$ cat src/design/halfword_stack_map.vh
// register offsets, instruction fields, kinds and cycle figures for the halfword/stack unit
`ifndef HALFWORD_STACK_MAP_VH
`define HALFWORD_STACK_MAP_VH

// register bus byte offsets
`define OFF_CTRL        8'h00
`define OFF_INSTR       8'h04
`define OFF_FLAGS       8'h0c
`define OFF_CYCLES      8'h10
`define REGS_HI         7
`define REGS_LO         6
`define REGS_SEL        2'h1
`define REGS_IDX_HI     5
`define REGS_IDX_LO     2

// control and status bits
`define CTRL_START      0
`define STAT_BUSY       0
`define STAT_DONE       1
`define STAT_ILLEGAL    2
`define FLAGS_BYTE      3
`define FLAGS_MASK      32'hf000_0000

// bus responses
`define RESP_OKAY       2'h0
`define RESP_SLVERR     2'h2

// instruction fields
`define OPC_HI          15
`define OPC_LO          12
`define OPC_HALF        4'h8
`define OPC_SPREL       4'h9
`define OPC_ADDR        4'ha
`define OPC_MISC        4'hb
`define DIR_BIT         11
`define MISC_HI         11
`define MISC_LO         8
`define MISC_ADJ        4'h0
`define PP_HI           10
`define PP_LO           9
`define PP_TAG          2'h2
`define OPT_BIT         8
`define SIGN_BIT        7

// decoded instruction kinds
`define K_ILLEGAL       4'h0
`define K_HW_ST         4'h1
`define K_HW_LD         4'h2
`define K_SP_ST         4'h3
`define K_SP_LD         4'h4
`define K_ADR_PC        4'h5
`define K_ADR_SP        4'h6
`define K_SP_ADJ        4'h7
`define K_PUSH          4'h8
`define K_POP           4'h9

// core register indices
`define RIDX_SP         4'hd
`define RIDX_LR         4'he
`define RIDX_PC         4'hf

// cycle counts of the full-width equivalents
`define CYC_ALU         5'h1
`define CYC_LOAD        5'h3
`define CYC_STORE       5'h2
`define CYC_MST_EXTRA   5'h1
`define CYC_MLD_EXTRA   5'h2
`define CYC_PC_EXTRA    5'h2

// addressing
`define WORD_STEP       32'h0000_0004
`define PC_AHEAD        32'h0000_0004
`define PC_ALIGN_MASK   32'hffff_fffd
`define STRB_LO         4'h3
`define STRB_HI         4'hc
`define STRB_WORD       4'hf

`endif

$ cat src/design/halfword_stack_decode.v
// field decoder for the halfword, stack-relative, address, stack-adjust and push/pop forms
`timescale 1ns/1ps
`include "halfword_stack_map.vh"
module halfword_stack_decode (
  // instruction in
  input  wire [15:0] instr,
  // decoded fields
  output reg  [3:0]  kind,
  output reg  [2:0]  rd,
  output reg  [2:0]  base_reg,
  output reg  [9:0]  scaled_offset,
  output reg         adj_sub,
  output reg  [8:0]  reg_list,
  output reg  [3:0]  list_count
);
  integer i;

  always @* begin
    kind          = `K_ILLEGAL;
    rd            = instr[2:0];
    base_reg      = instr[5:3];
    scaled_offset = 10'h0;
    adj_sub       = 1'b0;
    reg_list      = 9'h0;
    case (instr[`OPC_HI:`OPC_LO])
      `OPC_HALF: begin
        kind          = instr[`DIR_BIT] ? `K_HW_LD : `K_HW_ST;
        // halfword_scaled_offset counts halfwords
        scaled_offset = {4'h0, instr[10:6], 1'b0};
      end
      `OPC_SPREL: begin
        kind          = instr[`DIR_BIT] ? `K_SP_LD : `K_SP_ST;
        rd            = instr[10:8];
        scaled_offset = {instr[7:0], 2'h0};
      end
      `OPC_ADDR: begin
        kind          = instr[`DIR_BIT] ? `K_ADR_SP : `K_ADR_PC;
        rd            = instr[10:8];
        scaled_offset = {instr[7:0], 2'h0};
      end
      `OPC_MISC: begin
        if (instr[`MISC_HI:`MISC_LO] == `MISC_ADJ) begin
          kind          = `K_SP_ADJ;
          // signed_stack_adjust is sign and magnitude, magnitude in words
          adj_sub       = instr[`SIGN_BIT];
          scaled_offset = {1'b0, instr[6:0], 2'h0};
        end else if (instr[`PP_HI:`PP_LO] == `PP_TAG) begin
          kind     = instr[`DIR_BIT] ? `K_POP : `K_PUSH;
          // only low registers, plus link or program counter option
          reg_list = {instr[`OPT_BIT], instr[7:0]};
        end
      end
      default: kind = `K_ILLEGAL;
    endcase
  end

  always @* begin
    list_count = 4'h0;
    for (i = 0; i < 9; i = i + 1) begin
      list_count = list_count + {3'h0, reg_list[i]};
    end
  end
endmodule

$ cat src/design/halfword_stack_unit.v
// execute unit for compact halfword, stack-relative, address, stack-adjust and push/pop forms
`timescale 1ns/1ps
`include "halfword_stack_map.vh"
module halfword_stack_unit #(
  parameter ADDR_W = 8
) (
  // clock and reset
  input  wire              aclk,
  input  wire              aresetn,
  // register bus write address
  input  wire [ADDR_W-1:0] s_axi_awaddr,
  input  wire              s_axi_awvalid,
  output wire              s_axi_awready,
  // register bus write data
  input  wire [31:0]       s_axi_wdata,
  input  wire [3:0]        s_axi_wstrb,
  input  wire              s_axi_wvalid,
  output wire              s_axi_wready,
  // register bus write response
  output reg  [1:0]        s_axi_bresp,
  output reg               s_axi_bvalid,
  input  wire              s_axi_bready,
  // register bus read
  input  wire [ADDR_W-1:0] s_axi_araddr,
  input  wire              s_axi_arvalid,
  output wire              s_axi_arready,
  output reg  [31:0]       s_axi_rdata,
  output reg  [1:0]        s_axi_rresp,
  output reg               s_axi_rvalid,
  input  wire              s_axi_rready,
  // data memory
  output wire              mem_valid,
  input  wire              mem_ready,
  output reg               mem_write,
  output reg  [31:0]       mem_addr,
  output reg  [31:0]       mem_wdata,
  output reg  [3:0]        mem_strb,
  input  wire [31:0]       mem_rdata
);
  localparam ST_IDLE = 4'h1;
  localparam ST_EXEC = 4'h2;
  localparam ST_MEM  = 4'h4;
  localparam ST_PAD  = 4'h8;

  reg [31:0]       core [0:15];
  reg [15:0]       instr;
  reg [31:0]       program_status_flags;
  reg [3:0]        state;
  reg [4:0]        cyc;
  reg [4:0]        last_cycles;
  reg              done_flag;
  reg              illegal_flag;
  reg [8:0]        rest;
  reg [3:0]        cur_reg;
  reg [31:0]       sp_final;
  reg [4:0]        target;
  reg [ADDR_W-1:0] aw_addr;
  reg              aw_held;
  reg [31:0]       w_data;
  reg [3:0]        w_strb;
  reg              w_held;
  reg [31:0]       rd_value;
  reg              rd_hit;
  reg              wr_hit;
  integer          k;

  wire [3:0]  kind;
  wire [2:0]  rd;
  wire [2:0]  base_reg;
  wire [9:0]  scaled_offset;
  wire        adj_sub;
  wire [8:0]  reg_list;
  wire [3:0]  list_count;

  wire busy      = (state != ST_IDLE);
  wire wr_commit = aw_held & w_held & ~s_axi_bvalid;
  wire wr_regs   = (aw_addr[`REGS_HI:`REGS_LO] == `REGS_SEL);
  wire start_req = wr_commit & (aw_addr == `OFF_CTRL) & w_strb[0] & w_data[`CTRL_START];
  wire is_pop    = (kind == `K_POP);
  wire is_multi  = (kind == `K_PUSH) | is_pop;
  wire fin_ok    = (cyc >= target);
  wire [31:0] sp_now   = core[`RIDX_SP];
  wire [31:0] list_len = {26'h0, list_count, 2'h0};
  wire [31:0] off_ext  = {22'h0, scaled_offset};
  // halfword address; the decoder has already scaled the offset
  wire [31:0] hw_ea    = core[{1'b0, base_reg}] + off_ext;
  // full descending: lowest address is the first slot of the push
  wire [31:0] push_base = sp_now - list_len;
  wire [31:0] pc_src    = (core[`RIDX_PC] + `PC_AHEAD) & `PC_ALIGN_MASK;
  wire [15:0] half_in   = mem_addr[1] ? mem_rdata[31:16] : mem_rdata[15:0];
  wire [8:0]  rest_next = rest & (rest - 9'h1);

  halfword_stack_decode u_decode (
    .instr         (instr),
    .kind          (kind),
    .rd            (rd),
    .base_reg      (base_reg),
    .scaled_offset (scaled_offset),
    .adj_sub       (adj_sub),
    .reg_list      (reg_list),
    .list_count    (list_count)
  );

  // lowest listed register; bit 8 is lr for push, pc for pop
  function [3:0] first_idx;
    input [8:0] l;
    input       pop;
    integer     j;
    begin
      first_idx = 4'h0;
      for (j = 8; j >= 0; j = j - 1) begin
        if (l[j]) begin
          first_idx = (j == 8) ? (pop ? `RIDX_PC : `RIDX_LR) : j[3:0];
        end
      end
    end
  endfunction

  function [31:0] merge;
    input [31:0] old;
    input [31:0] val;
    input [3:0]  strb;
    integer      b;
    begin
      merge = old;
      for (b = 0; b < 4; b = b + 1) begin
        if (strb[b]) begin
          merge[b*8 +: 8] = val[b*8 +: 8];
        end
      end
    end
  endfunction

  wire [31:0] next_instr = merge({16'h0, instr}, w_data, w_strb & `STRB_LO);

  // busy length of the equivalent full-width instruction
  always @* begin
    case (kind)
      `K_HW_ST, `K_SP_ST: target = `CYC_STORE;
      `K_HW_LD, `K_SP_LD: target = `CYC_LOAD;
      `K_PUSH:            target = {1'b0, list_count} + `CYC_MST_EXTRA;
      `K_POP:             target = {1'b0, list_count} + `CYC_MLD_EXTRA
                                   + (reg_list[8] ? `CYC_PC_EXTRA : 5'h0);
      default:            target = `CYC_ALU;
    endcase
  end

  assign mem_valid     = (state == ST_MEM);
  assign s_axi_awready = ~aw_held & ~s_axi_bvalid;
  assign s_axi_wready  = ~w_held & ~s_axi_bvalid;
  assign s_axi_arready = ~s_axi_rvalid;

  always @* begin
    wr_hit = (aw_addr == `OFF_CTRL) | (aw_addr == `OFF_INSTR) | (aw_addr == `OFF_FLAGS)
             | (aw_addr == `OFF_CYCLES) | wr_regs;
    rd_hit   = 1'b1;
    rd_value = 32'h0;
    if (s_axi_araddr[`REGS_HI:`REGS_LO] == `REGS_SEL) begin
      rd_value = core[s_axi_araddr[`REGS_IDX_HI:`REGS_IDX_LO]];
    end else begin
      case (s_axi_araddr)
        `OFF_CTRL: begin
          rd_value[`STAT_BUSY]    = busy;
          rd_value[`STAT_DONE]    = done_flag;
          rd_value[`STAT_ILLEGAL] = illegal_flag;
        end
        `OFF_INSTR:  rd_value = {16'h0, instr};
        `OFF_FLAGS:  rd_value = program_status_flags;
        `OFF_CYCLES: rd_value = {27'h0, last_cycles};
        default:     rd_hit   = 1'b0;
      endcase
    end
  end

  // bus handshakes; address and data may arrive in either order
  always @(posedge aclk) begin
    if (!aresetn) begin
      aw_held      <= 1'b0;
      aw_addr      <= {ADDR_W{1'b0}};
      w_held       <= 1'b0;
      w_data       <= 32'h0;
      w_strb       <= 4'h0;
      s_axi_bvalid <= 1'b0;
      s_axi_bresp  <= `RESP_OKAY;
      s_axi_rvalid <= 1'b0;
      s_axi_rdata  <= 32'h0;
      s_axi_rresp  <= `RESP_OKAY;
    end else begin
      if (s_axi_awvalid && s_axi_awready) begin
        aw_held <= 1'b1;
        aw_addr <= s_axi_awaddr;
      end
      if (s_axi_wvalid && s_axi_wready) begin
        w_held <= 1'b1;
        w_data <= s_axi_wdata;
        w_strb <= s_axi_wstrb;
      end
      if (wr_commit) begin
        aw_held      <= 1'b0;
        w_held       <= 1'b0;
        s_axi_bvalid <= 1'b1;
        s_axi_bresp  <= wr_hit ? `RESP_OKAY : `RESP_SLVERR;
      end else if (s_axi_bready) begin
        s_axi_bvalid <= 1'b0;
      end
      if (s_axi_arvalid && s_axi_arready) begin
        s_axi_rvalid <= 1'b1;
        s_axi_rdata  <= rd_value;
        s_axi_rresp  <= rd_hit ? `RESP_OKAY : `RESP_SLVERR;
      end else if (s_axi_rready) begin
        s_axi_rvalid <= 1'b0;
      end
    end
  end

  // software writes and instruction execution; software may not touch
  // the instruction or core registers mid-instruction
  always @(posedge aclk) begin
    if (!aresetn) begin
      for (k = 0; k < 16; k = k + 1) begin
        core[k] <= 32'h0;
      end
      instr                <= 16'h0;
      program_status_flags <= 32'h0;
      state                <= ST_IDLE;
      cyc                  <= 5'h0;
      last_cycles          <= 5'h0;
      done_flag            <= 1'b0;
      illegal_flag         <= 1'b0;
      rest                 <= 9'h0;
      cur_reg              <= 4'h0;
      sp_final             <= 32'h0;
      mem_write            <= 1'b0;
      mem_addr             <= 32'h0;
      mem_wdata            <= 32'h0;
      mem_strb             <= 4'h0;
    end else begin
      if (wr_commit && !busy) begin
        if (wr_regs) begin
          core[aw_addr[`REGS_IDX_HI:`REGS_IDX_LO]] <=
            merge(core[aw_addr[`REGS_IDX_HI:`REGS_IDX_LO]], w_data, w_strb);
        end else if (aw_addr == `OFF_INSTR) begin
          instr <= next_instr[15:0];
        end
      end
      // flags belong to software only; no instruction here writes them
      if (wr_commit && aw_addr == `OFF_FLAGS && w_strb[`FLAGS_BYTE]) begin
        program_status_flags <= w_data & `FLAGS_MASK;
      end
      if (busy) begin
        cyc <= cyc + 5'h1;
      end
      case (state)
        ST_IDLE: begin
          if (start_req) begin
            state        <= ST_EXEC;
            cyc          <= 5'h1;
            done_flag    <= 1'b0;
            illegal_flag <= 1'b0;
          end
        end
        ST_EXEC: begin
          rest    <= 9'h0;
          cur_reg <= {1'b0, rd};
          case (kind)
            `K_HW_ST, `K_HW_LD: begin
              mem_addr  <= hw_ea;
              mem_write <= (kind == `K_HW_ST);
              mem_strb  <= hw_ea[1] ? `STRB_HI : `STRB_LO;
              mem_wdata <= {2{core[{1'b0, rd}][15:0]}};
              state     <= ST_MEM;
            end
            `K_SP_ST, `K_SP_LD: begin
              mem_addr  <= sp_now + off_ext;
              mem_write <= (kind == `K_SP_ST);
              mem_strb  <= `STRB_WORD;
              mem_wdata <= core[{1'b0, rd}];
              state     <= ST_MEM;
            end
            `K_PUSH, `K_POP: begin
              if (reg_list == 9'h0) begin
                illegal_flag <= 1'b1;
              end else begin
                // lr stored even with an empty low list
                cur_reg   <= first_idx(reg_list, is_pop);
                rest      <= reg_list & (reg_list - 9'h1);
                mem_addr  <= is_pop ? sp_now : push_base;
                sp_final  <= is_pop ? sp_now + list_len : push_base;
                mem_write <= ~is_pop;
                mem_strb  <= `STRB_WORD;
                mem_wdata <= core[first_idx(reg_list, 1'b0)];
                state     <= ST_MEM;
              end
            end
            `K_ADR_PC: core[{1'b0, rd}] <= pc_src + off_ext;
            `K_ADR_SP: core[{1'b0, rd}] <= sp_now + off_ext;
            `K_SP_ADJ: core[`RIDX_SP]   <= adj_sub ? sp_now - off_ext
                                                   : sp_now + off_ext;
            default:   illegal_flag <= 1'b1;
          endcase
          if (!(kind == `K_HW_ST || kind == `K_HW_LD || kind == `K_SP_ST ||
                kind == `K_SP_LD || (is_multi && reg_list != 9'h0))) begin
            state       <= fin_ok ? ST_IDLE : ST_PAD;
            done_flag   <= fin_ok;
            last_cycles <= cyc;
          end
        end
        ST_MEM: begin
          if (mem_ready) begin
            if (!mem_write) begin
              if (kind == `K_HW_LD) begin
                core[cur_reg] <= {16'h0, half_in};
              end else begin
                core[cur_reg] <= mem_rdata;
              end
            end
            if (rest == 9'h0) begin
              if (is_multi) begin
                core[`RIDX_SP] <= sp_final;
              end
              state       <= fin_ok ? ST_IDLE : ST_PAD;
              done_flag   <= fin_ok;
              last_cycles <= cyc;
            end else begin
              // ascending addresses, lowest register first
              cur_reg   <= first_idx(rest, is_pop);
              rest      <= rest_next;
              mem_addr  <= mem_addr + `WORD_STEP;
              mem_wdata <= core[first_idx(rest, 1'b0)];
            end
          end
        end
        ST_PAD: begin
          // idle cycles so timing matches the full-width form
          if (fin_ok) begin
            state       <= ST_IDLE;
            done_flag   <= 1'b1;
            last_cycles <= cyc;
          end
        end
        default: state <= ST_IDLE;
      endcase
    end
  end
endmodule

$ cat config.mk
export PLATFORM = sky130hd
export DESIGN_NAME = halfword_stack_unit
export DESIGN_NICKNAME = d
export VERILOG_FILES = /design/src/design/halfword_stack_decode.v /design/src/design/halfword_stack_unit.v
export VERILOG_INCLUDE_DIRS = /design/src /design/src/design
export SDC_FILE = /design/constraint.sdc
export NUM_CORES = 2
export LEC_CHECK = 0
export BUFFER_PORTS_ARGS = -buffer_cell sky130_fd_sc_hd__buf_2
export CAP_MARGIN = 10
export CORE_UTILIZATION = 64
export CTS_BUF_LIST = sky130_fd_sc_hd__clkbuf_4 sky130_fd_sc_hd__clkbuf_8 sky130_fd_sc_hd__clkbuf_16
export DETAILED_ROUTE_END_ITERATION = 10
export GPL_TIMING_DRIVEN = 0
export PLACE_DENSITY = 0.79
export SYNTH_ARGS = -nofsm -noshare
export SYNTH_HDL_FRONTEND = slang
export SYNTH_SLANG_ARGS = --single-unit
$ cat constraint.sdc
create_clock -name aclk -period 9.1 [get_ports aclk]
set_clock_uncertainty 0.15 [all_clocks]
set_input_delay 0 -clock aclk [delete_from_list [all_inputs] [get_ports aclk]]
set_output_delay 0 -clock aclk [all_outputs]
set_load 0.02 [all_outputs]
==> impl_metrics.tcl, run 1 <==
set metrics [dict create \
    cts.htree.levels 3 \
    cts_inserted_buffers 81 \
    grt_pass1_wl_mm 455.0 \
    grt-ovfl-total 12 \
    root_buffer "clkbuf_16" \
    gp_congestion 1.302 \
    row_count 103 \
    syn_area_per_cell_um2 9.474 \
    placed_area_mm2 0.05420 \
    ys_types 106 \
    clockBufferDepth 3 \
    stop_stage "global routing (5_1_grt)" \
    ys.warnings.count 0 \
    syn-cell-area_mm2 0.05156 \
    async_flop_share_pct 0 \
    synth-seq-area-share_pct 38.83 \
    grt_use_total_pct 79.17 \
    cts.sinks 744 \
    synth_seq_cells 744 \
    die_x_um 285.8 \
    grt_pass1_vias 59520 \
    dpl.hpwl_mm 219.6 \
    synthCells 5442 \
    ys.flop_type "edfxtp_1" \
    die_y_um 285.8 \
    error_message "[ERROR GRT-0116] Global routing finished with congestion. Check the congestion regions in the DRC Viewer." \
    io_pins 203 \
    outcome "aborted with a tool error" \
    io_buffers 196 \
    grt_max_degree 16 \
    initial_core_util_pct 64.95 \
    synth_edf_count 512 \
]
-- synth_stat cells, types with 42 or more instances --
| master | number | area share, % |
|---|---|---|
| a211oi_1 | 70 | 1.0 |
| a21boi_0 | 44 | 0.64 |
| a21oi_1 | 232 | 2.3 |
| a22oi_1 | 60 | 0.87 |
| a31oi_1 | 74 | 0.90 |
| and3_1 | 83 | 1.0 |
| buf_1 | 42 | 0.31 |
| clkbuf_1 | 377 | 2.7 |
| dfxtp_1 | 232 | 9.0 |
| edfxtp_1 | 512 | 30 |
| ha_1 | 63 | 1.5 |
| inv_1 | 75 | 0.55 |
| mux2i_1 | 202 | 3.9 |
| mux4_2 | 267 | 12 |
| nand2_1 | 753 | 5.5 |
| nand3_1 | 230 | 2.2 |
| nor2_1 | 678 | 4.9 |
| nor2b_1 | 65 | 0.79 |
| nor3_1 | 87 | 0.84 |
| nor3b_1 | 44 | 0.64 |
| o211ai_1 | 69 | 1.0 |
| o21ai_0 | 198 | 1.9 |
| o221ai_1 | 124 | 2.1 |
| o22ai_1 | 57 | 0.69 |
| xnor2_1 | 101 | 1.7 |
| xor2_1 | 67 | 1.1 |
-- metrics by stage --
| step | hold WS (ps) | cells | worst slack, ps | setup TNS (ps) |
|---|---|---|---|---|
| 4_1_cts | 35.64 | 7043 | 24.75 | 0 |
| 3_5_place_dp | 112.9 | 6711 | -422.1 | -4389 |
| 3_3_place_gp | 97.26 | 6689 | -965.7 | -29720 |
| 2_1_floorplan | -14.04 | 5443 | 1759 | 0 |
-- logic make-up after synthesis --
logic type | after synthesis | synth area share [%]
AOI/OAI and AO/OA | 1218 | 16.37
xor gates and xnor gates | 168 | 2.854
adders and majority gates | 74 | 1.956
buffers and inverters | 547 | 4.181
DFF | 744 | 38.83
muxes | 514 | 16.60
other | 1 | 0.007273
and+or+nand+nor | 2176 | 19.21
-- metal layers --
| metal | track usage (%) | GRT overflow |
|---|---|---|
| met5 | 47.15 | 0 |
| met4 | 76.82 | 6 |
| met3 | 67.35 | 1 |
| met2 | 91.97 | 4 |
| met1 | 79.71 | 1 |
-- what timing repair did --
item,4_1_cts
hold buffers,180
endpoints found under the setup margin,27
gates resized for setup,2
endpoints found under the hold margin,172
setup buffers,0
==> run 2, diff against run 1 <==
--- a/config.mk
+++ b/config.mk
@@ -8,11 +8,10 @@
 export LEC_CHECK = 0
 export BUFFER_PORTS_ARGS = -buffer_cell sky130_fd_sc_hd__buf_2
 export CAP_MARGIN = 10
-export CORE_UTILIZATION = 64
-export CTS_BUF_LIST = sky130_fd_sc_hd__clkbuf_4 sky130_fd_sc_hd__clkbuf_8 sky130_fd_sc_hd__clkbuf_16
+export CORE_UTILIZATION = 40
 export DETAILED_ROUTE_END_ITERATION = 10
 export GPL_TIMING_DRIVEN = 0
-export PLACE_DENSITY = 0.79
+export PLACE_DENSITY_LB_ADDON = 0.15
 export SYNTH_ARGS = -nofsm -noshare
 export SYNTH_HDL_FRONTEND = slang
 export SYNTH_SLANG_ARGS = --single-unit
==> impl_metrics.tcl, run 2 <==
set metrics [dict create \
    crit_required_ps 9570 \
    worstHoldPathType "in2reg" \
    outcome "finished with violations" \
    first_iter_violations 9815 \
    synthTopCellsByCount "nand2_1, nor2_1, edfxtp_1" \
    root_buffer "clkbuf_16" \
    hold_ws_ps 16.94 \
    power_mw 8.813 \
    synth_seq_cells 744 \
    vias_per_cell 7.216 \
    synth-seq-area-share_pct 38.83 \
    fillers 12250 \
    die_y_um 361.0 \
    cts_tree "done" \
    p_int_mw 6.244 \
    fin_crit_ps 8898 \
    drc 0 \
    clkPwrFrac_pct 43.2 \
    pwr_density_cell_mw_per_mm2 144.7 \
    ys_types 106 \
    p_leak_nw 20.91 \
    synthCells 5442 \
    wl_per_cell_um 45.54 \
    ys.warnings.count 0 \
    firstDrtPassIters 7 \
    slew_violations 58 \
    multi_input_area_mm2 0.02954 \
    syn-cell-area_mm2 0.05156 \
    worstSetupPathType "reg2reg" \
    crit_path_frequent_cell "inv_1" \
    final_cell_mix "nand2_1, nor2_1, edfxtp_1" \
    wl_mm 353.4 \
    max_freq_mhz 112.4 \
    grt_max_degree 14 \
    violations "max-capacitance violations, max-slew violations" \
    vdd_drop_max_v 0.0001602 \
    setup.worst_path.start_class "register" \
    grt_use_total_pct 52.80 \
    cts.htree.levels 3 \
    min_period_over_period_pct 97.78 \
    end_kind "register" \
    layout.core_utilization_pct 47.68 \
    drv_cap 9 \
    worst_slew_margin_rel_pct -8.966 \
    io_buffers 196 \
    cts.sinks 744 \
    crit_path_max_fanout 11 \
    tightest_slew_ps 1634 \
    area_growth_pct 18.09 \
    dr_total_vias 56000 \
    drtAntennaViolNets 0 \
    clockBufferDepth 3 \
    pwr-share-seq_pct 44.1 \
    gp_congestion 1.111 \
    coreArea_mm2 0.1277 \
    clk_pin_slew_ps 60 \
    row_count 131 \
    async_flop_share_pct 0 \
    dpl.hpwl_mm 272.0 \
    cts_inserted_buffers 90 \
    yosys.area.top_type_share_pct 29.82 \
    ys.flop_type "edfxtp_1" \
    grt-ovfl-total 0 \
    dieArea_mm2 0.1303 \
    postCtsSetupBuffers 0 \
    synth.most_common_cell "nand2_1" \
    syn_area_per_cell_um2 9.474 \
    nNetsFinal 6168 \
    synth_edf_count 512 \
    seq_area_mm2 0.02002 \
    setup_viol 0 \
    slowest_stage "nor2_1" \
    comb_power_share_pct 12.7 \
    rsz0062_at_grt "false" \
    worst_ep_arrival_time_ps 9370 \
    top_register "core" \
    grt_pass1_vias 51910 \
    final_common_cell "nand2_1" \
    hold_violations 0 \
    io_pins 203 \
    p_switching_mw 2.569 \
    antenna_found_initial 35 \
    grt_pass1_wl_mm 462.7 \
    largest_reg_flops 512 \
    swShare_pct 29.15 \
    placed_area_mm2 0.05559 \
    layout-drive-gt1-share_pct 14.55 \
    initial_core_util_pct 40.38 \
    fin_area_mm2 0.06089 \
    die_x_um 361.0 \
    slowest_delay_ps 580 \
    clock_latency_ps 770 \
    synthTopCellsByArea "edfxtp_1, mux4_2, dfxtp_1" \
    yosysTopAreaCell "edfxtp_1" \
]
[run 2: critical path, delay by kind of cell (launching register included)]
kind / cells / cell delay [ps]
AO/OA/AOI/OAI: 4 / 1120
XOR/XNOR: 2 / 560
adder cells (fa/ha/maj): 7 / 2680
buffers and inverters: 10 / 2180
flip-flops: 1 / 480
AND/OR/NAND/NOR: 6 / 1560
[run 2: final cells by class]
cell class / count / share of cell area [%]
Antenna cell: 23 / 0.09453
Buffer: 470 / 3.115
Clock buffer: 127 / 4.229
Clock inverter: 38 / 0.6987
Inverter: 77 / 0.4747
Multi-Input combinational cell: 4152 / 48.52
Sequential cell: 744 / 32.88
Tap cell: 1662 / 3.415
Timing Repair Buffer: 467 / 6.572
[run 2: what timing repair did]
| item | 4_1_cts | 5_1_grt |
|---|---|---|
| endpoints found under the hold margin | 187 | 0 |
| hold buffers | 203 | 0 |
| resized for setup | 7 | 5 |
| setup endpoints to repair | 65 | 32 |
[run 2: logic make-up after synthesis]
family / count (synthesis) / synth area share, %
flip-flops: 744 / 38.83
XOR/XNOR: 168 / 2.854
adder cells (fa/ha/maj): 74 / 1.956
multiplexers: 514 / 16.60
other: 1 / 0.007273
buffers and inverters: 547 / 4.181
AND/OR/NAND/NOR: 2176 / 19.21
AO/OA/AOI/OAI: 1218 / 16.37
[run 2: metal layers]
layer  vias up  GRT usage [%]  share of wire (%)  routed length (µm)
li1      21670              -                  -                   -
met1     27510          61.47                 34              121400
met2      5309          72.61                 39              139100
met3      1497          24.23                 15               54350
met4        14          46.44                 11               38410
met5         -              0              0.031                 111
[run 2: final timing paths]
kind	from	to	slack, ps	cells past startpoint
setup / recovery	instr[15]	mem_addr[27]	200	29
hold / removal	mem_rdata[12]	core[13][12]	20	5
setup reg to reg	instr[15]	mem_addr[27]	200	29
hold reg to reg	sp_final[15]	sp_final[15]	310	2
[run 2: metrics by stage]
stage | cells | worst slack [ps] | TNS (ps)
6_report | 7760 | 201.8 | 0
5_1_grt | 7742 | 72.96 | 0
4_1_cts | 7724 | 110.6 | 0
3_5_place_dp | 7356 | -1078 | -37670
3_3_place_gp | 7301 | -1772 | -76970
2_1_floorplan | 5443 | 1759 | 0
[run 2: power by group through the flow]
stage	Combinational, mW	Sequential (mW)	Clock, mW
3_5_place_dp	0.953	3.94	0
4_1_cts	1.03	3.87	3.77
3_3_place_gp	0.920	3.94	0
6_report	1.12	3.89	3.81
2_1_floorplan	0.483	3.85	0
5_1_grt	1.11	3.88	3.89
Note: power is estimated with default switching activity, not from simulation.
